--- src/ebi_defs.svh ---
// Constants of the external bus interface: field widths, wait-state limits.
// Assumes inclusion by ebi_pkg.sv and the modules; definitions only.
`ifndef EBI_DEFS_SVH
`define EBI_DEFS_SVH
`define EBI_ADDR_W 23
`define EBI_DATA_W 16
`define EBI_WAIT_W 3
`define EBI_READY_MIN_WAITS 3'h2
`define EBI_SPACE_DATA 2'h0
`define EBI_SPACE_PROG 2'h1
`define EBI_SPACE_IO 2'h2
`endif

--- src/ebi_pkg.sv ---
// Types of the external bus interface.
// Assumes ebi_defs.svh is on the include path.
`include "ebi_defs.svh"
package ebi_pkg;
   typedef enum {
      EBI_IDLE,
      EBI_SW_WAIT,
      EBI_RDY_WAIT,
      EBI_HOLD
   } ebi_phase_type;
endpackage : ebi_pkg

--- src/ebi_sync_if.sv ---
// Interface carrying synchronised pin levels from the synchroniser to the top.
// Assumes one clock domain.
`timescale 1ns/10ps
interface ebi_sync_if;
   logic ready;
   logic hold_req_n;
   logic out_off_n;
   modport src (output ready, output hold_req_n, output out_off_n);
   modport dst (input ready, input hold_req_n, input out_off_n);
endinterface : ebi_sync_if

--- src/ebi_top.sv ---
// External bus interface: space selects, strobes, R/W, wait states, hold.
// Assumes a core request port on SYS_CLK and asynchronous pins READY/HOLD/OFF.
`timescale 1ns/10ps
`include "ebi_defs.svh"
module ebi_top
   import ebi_pkg::*;
(
   input wire logic SYS_CLK_I,
   input wire logic RST_B_I,
   input wire logic CE_I,
   input wire logic REQ_I,
   input wire logic [1:0] REQ_SPACE_I,
   input wire logic REQ_WRITE_I,
   input wire logic REQ_FETCH_I,
   input wire logic [`EBI_ADDR_W-1:0] REQ_ADDR_I,
   input wire logic [`EBI_DATA_W-1:0] REQ_WDATA_I,
   input wire logic [`EBI_WAIT_W-1:0] WAIT_STATES_I,
   input wire logic READY_I,
   input wire logic HOLD_N_I,
   input wire logic OUT_OFF_N_I,
   input wire logic [`EBI_DATA_W-1:0] DATA_I,
   output logic REQ_BUSY_O,
   output logic REQ_DONE_O,
   output logic [`EBI_DATA_W-1:0] RDATA_O,
   output logic [`EBI_ADDR_W-1:0] ADDR_O,
   output logic ADDR_OE_N_O,
   output logic [`EBI_DATA_W-1:0] DATA_O,
   output logic DATA_OE_N_O,
   output logic DATA_SPACE_SELECT_N_O,
   output logic PROGRAM_SPACE_SELECT_N_O,
   output logic IO_SPACE_SELECT_N_O,
   output logic MEMORY_STROBE_N_O,
   output logic IO_STROBE_N_O,
   output logic RW_O,
   output logic CTRL_OE_N_O,
   output logic MICROSTATE_DONE_N_O,
   output logic HOLD_GRANT_N_O,
   output logic STAT_OE_N_O,
   output logic INSTR_FETCH_FLAG_N_O
);
   // =========================================
   // State record
   typedef struct packed {
      ebi_phase_type phase;
      logic busy;
      logic done;
      logic [`EBI_DATA_W-1:0] rdata;
      logic [`EBI_ADDR_W-1:0] addr;
      logic addr_oe_n;
      logic [`EBI_DATA_W-1:0] wdata;
      logic data_oe_n;
      logic ds_n;
      logic ps_n;
      logic is_n;
      logic memory_strobe_n_n;
      logic io_strobe_n_n;
      logic rw;
      logic ctrl_oe_n;
      logic msc_n;
      logic hold_grant_n_n;
      logic stat_oe_n;
      logic iaq_n;
      logic write;
      logic rdy_check;
      logic rdy_lag;
   } ebi_state_type;

   ebi_state_type st;
   ebi_state_type next_st;
   logic [`EBI_WAIT_W-1:0] waits_left;
   logic load_waits;

   ebi_sync_if sync_bus ();

   // =========================================
   // Pin synchronisers
   ebi_sync i_ebi_sync (
      .clk_i(SYS_CLK_I),
      .rst_b_i(RST_B_I),
      .ce_i(CE_I),
      .pins_i({OUT_OFF_N_I, HOLD_N_I, READY_I}),
      .sync(sync_bus)
   );

   // =========================================
   // Software wait counter
   ebi_wait_cnt i_ebi_wait_cnt (
      .clk_i(SYS_CLK_I),
      .rst_b_i(RST_B_I),
      .ce_i(CE_I),
      .load_i(load_waits),
      .waits_i(WAIT_STATES_I),
      .left_o(waits_left)
   );

   // Load the counter as an access is accepted
   assign load_waits = (st.phase == EBI_IDLE) && REQ_I && sync_bus.hold_req_n;

   // =========================================
   // Next-state logic
   always_comb begin
      next_st = st;
      next_st.done = 1'b0;
      case (st.phase)
         EBI_IDLE: begin
            // Hold is only granted here, between accesses
            if (!sync_bus.hold_req_n) begin
               next_st.phase = EBI_HOLD;
               next_st.hold_grant_n_n = 1'b0;
               next_st.addr_oe_n = 1'b1;
               next_st.data_oe_n = 1'b1;
               next_st.busy = 1'b1;
            end else if (REQ_I) begin
               next_st.busy = 1'b1;
               next_st.addr = REQ_ADDR_I;
               next_st.wdata = REQ_WDATA_I;
               next_st.write = REQ_WRITE_I;
               next_st.iaq_n = !REQ_FETCH_I;
               next_st.ds_n = (REQ_SPACE_I != `EBI_SPACE_DATA);
               next_st.ps_n = (REQ_SPACE_I != `EBI_SPACE_PROG);
               next_st.is_n = (REQ_SPACE_I != `EBI_SPACE_IO);
               next_st.memory_strobe_n_n = (REQ_SPACE_I == `EBI_SPACE_IO);
               next_st.io_strobe_n_n = (REQ_SPACE_I != `EBI_SPACE_IO);
               next_st.rw = !REQ_WRITE_I;
               next_st.data_oe_n = !REQ_WRITE_I;
               next_st.rdy_check = (WAIT_STATES_I >= `EBI_READY_MIN_WAITS);
               next_st.rdy_lag = 1'b0;
               // One software wait means its last wait is this first one
               next_st.msc_n = !(WAIT_STATES_I >= `EBI_READY_MIN_WAITS &&
                  WAIT_STATES_I == 3'h1);
               next_st.phase = EBI_SW_WAIT;
            end
         end
         EBI_SW_WAIT: begin
            // Counter holds remaining software waits
            next_st.msc_n = !(st.rdy_check && waits_left == 3'h2);
            if (waits_left <= 3'h1) begin
               next_st.msc_n = 1'b1;
               if (st.rdy_check) begin
                  next_st.phase = EBI_RDY_WAIT;
               end else begin
                  next_st.phase = EBI_RDY_WAIT;
               end
            end
         end
         EBI_RDY_WAIT: begin
            // Ready is resampled each cycle until high; MICROSTATE_DONE_N looped back gives one wait.
            // The first edge is skipped: the synchroniser still shows the level from
            // before the last software wait, which would hide a looped-back MICROSTATE_DONE_N.
            if (st.rdy_check && !st.rdy_lag) begin
               next_st.rdy_lag = 1'b1;
            end else if (!st.rdy_check || sync_bus.ready) begin
               next_st.rdy_lag = 1'b0;
               next_st.phase = EBI_IDLE;
               next_st.busy = 1'b0;
               next_st.done = 1'b1;
               next_st.rdata = DATA_I;
               next_st.ds_n = 1'b1;
               next_st.ps_n = 1'b1;
               next_st.is_n = 1'b1;
               next_st.memory_strobe_n_n = 1'b1;
               next_st.io_strobe_n_n = 1'b1;
               next_st.rw = 1'b1;
               next_st.data_oe_n = 1'b1;
               next_st.iaq_n = 1'b1;
            end
         end
         EBI_HOLD: begin
            if (sync_bus.hold_req_n) begin
               next_st.phase = EBI_IDLE;
               next_st.hold_grant_n_n = 1'b1;
               next_st.busy = 1'b0;
               next_st.addr_oe_n = 1'b0;
            end
         end
         default: begin
            next_st.phase = EBI_IDLE;
         end
      endcase
      // Float controls in hold or when outputs are disabled
      next_st.ctrl_oe_n = (next_st.phase == EBI_HOLD) || !sync_bus.out_off_n;
      next_st.stat_oe_n = !sync_bus.out_off_n;
      if (!sync_bus.out_off_n) begin
         next_st.addr_oe_n = 1'b1;
         next_st.data_oe_n = 1'b1;
      end else if (next_st.phase != EBI_HOLD) begin
         next_st.addr_oe_n = 1'b0;
      end
   end

   // =========================================
   // State register; reset floats the bus
   always_ff @(posedge SYS_CLK_I or negedge RST_B_I) begin
      if (!RST_B_I) begin
         st <= '{phase: EBI_IDLE, busy: 1'b0, done: 1'b0, rdata: '0, addr: '0,
            addr_oe_n: 1'b1, wdata: '0, data_oe_n: 1'b1, ds_n: 1'b1, ps_n: 1'b1,
            is_n: 1'b1, memory_strobe_n_n: 1'b1, io_strobe_n_n: 1'b1, rw: 1'b1, ctrl_oe_n: 1'b1,
            msc_n: 1'b1, hold_grant_n_n: 1'b1, stat_oe_n: 1'b1, iaq_n: 1'b1,
            write: 1'b0, rdy_check: 1'b0, rdy_lag: 1'b0};
      end else if (CE_I) begin
         st <= next_st;
      end
   end

   // =========================================
   // Outputs straight from the state record
   assign REQ_BUSY_O = st.busy;
   assign REQ_DONE_O = st.done;
   assign RDATA_O = st.rdata;
   assign ADDR_O = st.addr;
   assign ADDR_OE_N_O = st.addr_oe_n;
   assign DATA_O = st.wdata;
   assign DATA_OE_N_O = st.data_oe_n;
   assign DATA_SPACE_SELECT_N_O = st.ds_n;
   assign PROGRAM_SPACE_SELECT_N_O = st.ps_n;
   assign IO_SPACE_SELECT_N_O = st.is_n;
   assign MEMORY_STROBE_N_O = st.memory_strobe_n_n;
   assign IO_STROBE_N_O = st.io_strobe_n_n;
   assign RW_O = st.rw;
   assign CTRL_OE_N_O = st.ctrl_oe_n;
   assign MICROSTATE_DONE_N_O = st.msc_n;
   assign HOLD_GRANT_N_O = st.hold_grant_n_n;
   assign STAT_OE_N_O = st.stat_oe_n;
   assign INSTR_FETCH_FLAG_N_O = st.iaq_n;
endmodule : ebi_top

--- src/ebi_sync.sv ---
// Two-flop synchronisers for the asynchronous pins READY, HOLD and OFF.
// Assumes SYS_CLK domain; pins come from outside it.
`timescale 1ns/10ps
module ebi_sync
   import ebi_pkg::*;
(
   input wire logic clk_i,
   input wire logic rst_b_i,
   input wire logic ce_i,
   input wire logic [2:0] pins_i,
   ebi_sync_if.src sync
);
   logic [2:0] stage1;
   logic [2:0] stage2;
   // =========================================
   // Synchroniser: first stage read only by the second
   always_ff @(posedge clk_i or negedge rst_b_i) begin
      if (!rst_b_i) begin
         stage1 <= 3'h7;
         stage2 <= 3'h7;
      end else if (ce_i) begin
         stage1 <= pins_i;
         stage2 <= stage1;
      end
   end
   assign sync.ready = stage2[0];
   assign sync.hold_req_n = stage2[1];
   assign sync.out_off_n = stage2[2];
endmodule : ebi_sync

--- src/ebi_wait_cnt.sv ---
// Software wait-state down counter for one access.
// Assumes load pulses at access start; same clock as the top.
`timescale 1ns/10ps
`include "ebi_defs.svh"
module ebi_wait_cnt
   import ebi_pkg::*;
(
   input wire logic clk_i,
   input wire logic rst_b_i,
   input wire logic ce_i,
   input wire logic load_i,
   input wire logic [`EBI_WAIT_W-1:0] waits_i,
   output logic [`EBI_WAIT_W-1:0] left_o
);
   logic [`EBI_WAIT_W-1:0] cnt;
   // =========================================
   // Count down to zero; the top reads the remaining count
   always_ff @(posedge clk_i or negedge rst_b_i) begin
      if (!rst_b_i) begin
         cnt <= '0;
      end else if (ce_i) begin
         if (load_i) begin
            cnt <= waits_i;
         end else if (cnt != '0) begin
            cnt <= cnt - 3'h1;
         end
      end
   end
   assign left_o = cnt;
endmodule : ebi_wait_cnt

--- config.mk ---
export PLATFORM = sky130hd
export DESIGN_NAME = ebi_top
export DESIGN_NICKNAME = d
export VERILOG_FILES = /design/src/ebi_pkg.sv /design/src/ebi_sync_if.sv /design/src/ebi_top.sv /design/src/ebi_sync.sv /design/src/ebi_wait_cnt.sv
export VERILOG_INCLUDE_DIRS = /design/src
export SDC_FILE = /design/constraint.sdc
export NUM_CORES = 1
export LEC_CHECK = 0
export BUFFER_PORTS_ARGS = -buffer_cell sky130_fd_sc_hd__buf_4
export CORE_MARGIN = 2
export CORE_UTILIZATION = 50
export DETAILED_ROUTE_END_ITERATION = 8
export MAX_ROUTING_LAYER = met4
export PLACE_DENSITY = 0.79
export SYNTH_ARGS = -nofsm -noshare
export SYNTH_HDL_FRONTEND = slang
export SYNTH_SLANG_ARGS = --single-unit
--- constraint.sdc ---
create_clock -name SYS_CLK_I -period 2.6 [get_ports SYS_CLK_I]
set_clock_uncertainty 0.05 [all_clocks]
set_input_delay 0.39 -clock SYS_CLK_I [delete_from_list [all_inputs] [get_ports SYS_CLK_I]]
set_output_delay 0.39 -clock SYS_CLK_I [all_outputs]
set_load 0.05 [all_outputs]
# After elaboration in Yosys (flattened, before gate mapping)
# Cells that the tools add are included.
dict set report word_totals {
  reg_bits 114
  in_bits 69
  out_inout_bits 70
  elab_cells 125
}
dict set report op_classes {
  n_addsub 1
  order_cmp 2
  eq_ne 25
  muxes 38
  n_bitwise 1
  reduce_logical 33
}
# op count
set op_table {}
lappend op_table {{$pmux 32 s4} 1}
lappend op_table {{$mux 50} 2}
lappend op_table {{$mux 33} 3}
lappend op_table {{$eq 32x2->1 const B} 2}
lappend op_table {{$logic_not 32->1} 2}
lappend op_table {{$eq 32x1->1 const B} 1}
lappend op_table {{$eq 32x3->1 const B} 1}
lappend op_table {{$mux 32} 1}
lappend op_table {{$ne 32x3->1 const B} 1}
lappend op_table {{$mux 7} 3}
lappend op_table {{$reduce_and 4->1} 5}
lappend op_table {{$mux 17} 1}
lappend op_table {{$ne 4x4->1 const B} 4}
lappend op_table {{$mux 1} 15}
lappend op_table {{$ne 3x3->1 const B} 5}
lappend op_table {{$pmux 7 s2} 1}
lappend op_table {{$reduce_and 6->1} 2}
lappend op_table {{$ne 2x2->1 const B} 5}
lappend op_table {{$pmux 1 s2} 5}
lappend op_table {{$reduce_and 5->1} 2}
lappend op_table {{$reduce_bool 2->1} 5}
lappend op_table {{$mux 4} 2}
lappend op_table {{$logic_not 1->1} 7}
lappend op_table {{$mux 3} 2}
lappend op_table {{other kinds (14)} 22}

# Longest topological paths before layout
dict set report depth {
  depth_word 8
  ltp_mapped 8
  depth_no_buf 7
}

# Modules after synthesis
# Synthesis repeated with hierarchy kept, for this count alone.
dict set report hier_totals {
  cells_unflattened 476
  hier_area_um2 5052.3
}
# mod instances cells_each area_per_inst_um2 seq_area_each_um2
set modules_own_cells {}
lappend modules_own_cells {ebi_top 1 441 4591.9 2592.5}
lappend modules_own_cells {ebi_sync 1 13 259.0 157.7}
lappend modules_own_cells {ebi_wait_cnt 1 22 201.4 75.1}

# Worst setup path after synthesis
# OpenSTA, ideal clock, no wires.
dict set report synth_timing {
  kind {register to register}
  start {register st[102] (netlist name)}
  end {register st (netlist bit RDATA_O[10])}
  setup_ns 0.125
  t_arrival_ns 2.057
  t_required_ns 2.425
  slack_ns 0.368
  stages_incl_launch_ff 8
  path_buffers 2
  synth_period_minus_slack_ns 2.232
  cell_sequence {dfrtp_1 > nor4_1 > nand4_1 > nor3_1 > and3_1 > buf_2 > buf_2 > mux2_2}
}
dict set report synth_between {
  elab_chain_len 2
}
# element line
set synth_lines {}
lappend synth_lines {{start, declared} ebi_top.sv:68} ;# ebi_state_type st;
lappend synth_lines {{start signal, assigned} ebi_top.sv:195} ;# st <= '{phase: EBI_IDLE, busy: 1'b0, done: 1'b0, rdata: '0, addr: '0,
lappend synth_lines {{start signal, assigned} ebi_top.sv:201} ;# st <= next_st;
lappend synth_lines {{$eq 32x2->1} ebi_top.sv:104} ;# case (st.phase)
lappend synth_lines {{$reduce_and 4->1 (no source line)} n/a}
# Every way passes these cells.
# A chain may end at the register's enable or synchronous reset.

# Final worst setup path
dict set report layout_timing {
  start {register st[100] (netlist name)}
  end {register st (netlist bit IO_SPACE_SELECT_N_O)}
}
dict set report layout_between {
  elab_chain_len 3
  elab_cells_between_ends 9
  cone_classes {eq/ne: 5; mux: 1; reduce/logical: 3}
}
# element line
set layout_lines {}
lappend layout_lines {{$eq 32x2->1 or $logic_not 32->1 (tied branches)} ebi_top.sv:104}
lappend layout_lines {{$ne 2x2->1 (no source line), or another cell as far along} n/a}
lappend layout_lines {{$reduce_and 6->1 (no source line)} n/a}
# Parallel ways exist; a longest one is shown, timed or not.

==> reports/qor.yml <==
pre_cts_slack_ns: 0.159
dr_wl_met3_um: 614
cp.arrival_ns: 2.64
synth_edf_count: 0
hold_viol_final: 0
antenna_found_initial: 0
cts_resized: 0
design.portCount: 139
grt_pass1_vias: 2984
wl_met2_mm: 4.22
io_buffers: 138
hp-class: "in2async"
avgSynthCellArea_um2: 12.7
max_slew_margin: 0.509
clock.fmax_ghz: 0.418
maxUsedRoutingLayer: "met4"
wl_per_cell_um: 14.7
critPathKind: "reg2reg"
tightest_slew_ns: 0.736
synth_top_area_frac: 0.478
syn_nets: 459
clkTransAtPathRegs_ns: 0.12
endpoint_kind: "register"
syn_area_um2: 4920
ys_types: 43
ant_nets: 0
h-tree-depth: 3
rrSetupSlack_ns: 0.21
yosys_warnings: 0
ys_async_sr_fraction: 1.00
cp_data_required_time_ns: 2.85
core_um2: 9640
insertedDiodeCount: 0
cts_root_buf: "clkbuf_8"
cp_max_fo: 7
rsz0062_at_grt: "false"
nets: 548
leakagePower_nw: 2.84
dr.pass1.iters: 4
drive_gt1_frac: 0.517
synth-main-ff-cell: "dfrtp_1"
place_congestion: 0.795
fp.dieArea_um2: 10600
rows: 36
finalSetupTns_ns: 0
timing.final.crit_share: 0.919
outcome: "complete, no violations"
synthCells: 386
cts_buffers: 9
clock_path_buffers: 2
finalSetupViolCount: 0
routed_wl_mm: 9.02
ir_drop_uv: 640
cp-start-kind: "register"
routed_via_density: 4.99
ys_top_cells_by_area: "dfrtp_1 (48%), mux2_2 (14%), dfstp_2 (9.6%)"
grt_first_pass_wirelength_mm: 14.1
drt_iter0_markers: 151
fin_util: 0.618
cts_setup_buffers: 0
grt_max_degree: 63
wl_met1_mm: 4.05
yosys_register_bits: 112
drc_errors: 0
maxCapViolCount: 0
dp_hpwl_mm: 6.58
grt_usage: 0.176
die_height_um: 103
cts_tree: "yes"
vias: 3059
slew_violations: 0
cts.sinks: 112
holdBufCountCts: 0
area_growth_pct: 21.1
die_x_um: 103
power_density_nw_per_um2: 1300
finalCriticalPeriod_ns: 2.39
overflow: 0
yosysTopAreaCell: "dfrtp_1"
clk_latency_ns: 0.37
start_util: 0.510
yosysSeqAreaShare: 0.575
postLayoutSetupSlackWorst_ns: 0.210
## metal layers
metal	vias to the layer above	global-route usage
li1	1450	-
met1	1474	0.226
met2	121	0.271
met3	14	0.0397
met4	0	0.0729
met5	-	-
## kinds of logic (layout without fill, tap and decap cells)
family,count (synthesis),count (layout),share of synthesized area
AO/OA/AOI/OAI,37,37,0.0547
buffers and inverters,80,174,0.106
flip-flops,112,112,0.575
AND/OR/NAND/NOR,80,80,0.0896
adder cells (fa/ha/maj),4,4,0.0102
XOR/XNOR,1,1,0.00178
multiplexers,72,72,0.164
## cell usage in the layout, fill, tap and decap left out, types with 2 or more instances in the layout
cell	netlist	routed
mux2_1	5	5
o21ai_0	7	7
o21a_1	3	3
nand3_1	4	4
clkbuf_8	0	10
inv_6	0	3
nand4_1	2	2
dfrtp_1	94	94
nor4_1	9	8
dfstp_2	18	18
nor3_1	4	4
a41oi_1	2	2
a31oi_1	2	2
buf_4	56	149
a21o_1	2	2
nor2b_1	30	30
nand2_1	8	8
ha_1	4	4
mux2_2	62	62
inv_1	7	7
or3_1	4	4
mux2i_1	5	5
a211oi_1	2	2
o22ai_1	3	3
nor2_1	13	13
a22oi_1	3	3
a21oi_1	6	6
## flip-flops by register name, summed over array words and instances, names as in the netlist, 3 cells and up
signal,cells
RDATA_O,16
DATA_O,16
ADDR_O,23
i_ebi_sync.stage2,3
st,34
i_ebi_wait_cnt.left_o,3
i_ebi_sync.stage1,3
## Yosys cell counts, types with 2 or more instances
cell	instances
o21ai_0	7
ha_1	4
buf_4	56
mux2i_1	5
o21a_1	3
nand3_1	4
nor3_1	4
a21o_1	2
dfstp_2	18
a41oi_1	2
mux2_2	62
a21oi_1	6
buf_2	7
nand4_1	2
inv_1	7
nor2b_1	30
a22oi_1	3
nand2_1	8
or3_1	4
clkbuf_1	8
a211oi_1	2
nor2_1	13
nor4_1	9
mux2_1	5
o22ai_1	3
a31oi_1	2
dfrtp_1	94
## metrics by stage
stage / power (mW) / instance area (µm²) / instances / hold WS [ns]
6_report: 7.76 / 5950 / 613 / 0.00597
4_1_cts: 7.83 / 5950 / 613 / 0.0266
3_3_place_gp: 6.64 / 5740 / 597 / 0.418
3_5_place_dp: 6.74 / 5740 / 597 / 0.425
5_1_grt: 8.16 / 5950 / 613 / 0.0606
2_1_floorplan: 6.14 / 4920 / 386 / 0.0444
## final timing paths
kind | depth (start not counted) | start | endpoint
max in group asynchronous | 2 | RST_B_I | RDATA_O[0]$_DFFE_PN0P_
setup reg to reg | 5 | st[100]$_DFFE_PN0P_ | IO_SPACE_SELECT_N_O$_DFFE_PN1P_
min in group SYS_CLK_I | 2 | REQ_WDATA_I[8] | DATA_O[8]$_DFFE_PN0P_
hold / removal | 1 | RST_B_I | ADDR_O[15]$_DFFE_PN0P_
setup / recovery | 5 | st[100]$_DFFE_PN0P_ | IO_SPACE_SELECT_N_O$_DFFE_PN1P_
hold reg to reg | 1 | DATA_O[8]$_DFFE_PN0P_ | DATA_O[8]$_DFFE_PN0P_
## critical path, cell delays in order, from the launching register on
cell,delay (ns)
dfrtp_1,0.39
nor4_1,0.38
nand4_1,0.20
or2_1,0.32
a2111oi_4,0.58
mux2_2,0.40
## power by group
part           internal (mW)  total, mW  switching [mW]
clock network          0.492       1.08           0.591
registers               2.37       2.71           0.342
logic                   1.36       3.96            2.60
## cell type report
cell class / count / area [µm²]
Clock buffer: 11 / 141
Clock inverter: 5 / 72.6
Fill cell: 772 / 3690
Tap cell: 133 / 166
Timing Repair Buffer: 150 / 1140
Multi-Input combinational cell: 194 / 1580
Sequential cell: 112 / 2830
Inverter: 8 / 30.0
(Power assumes the default switching activity.)
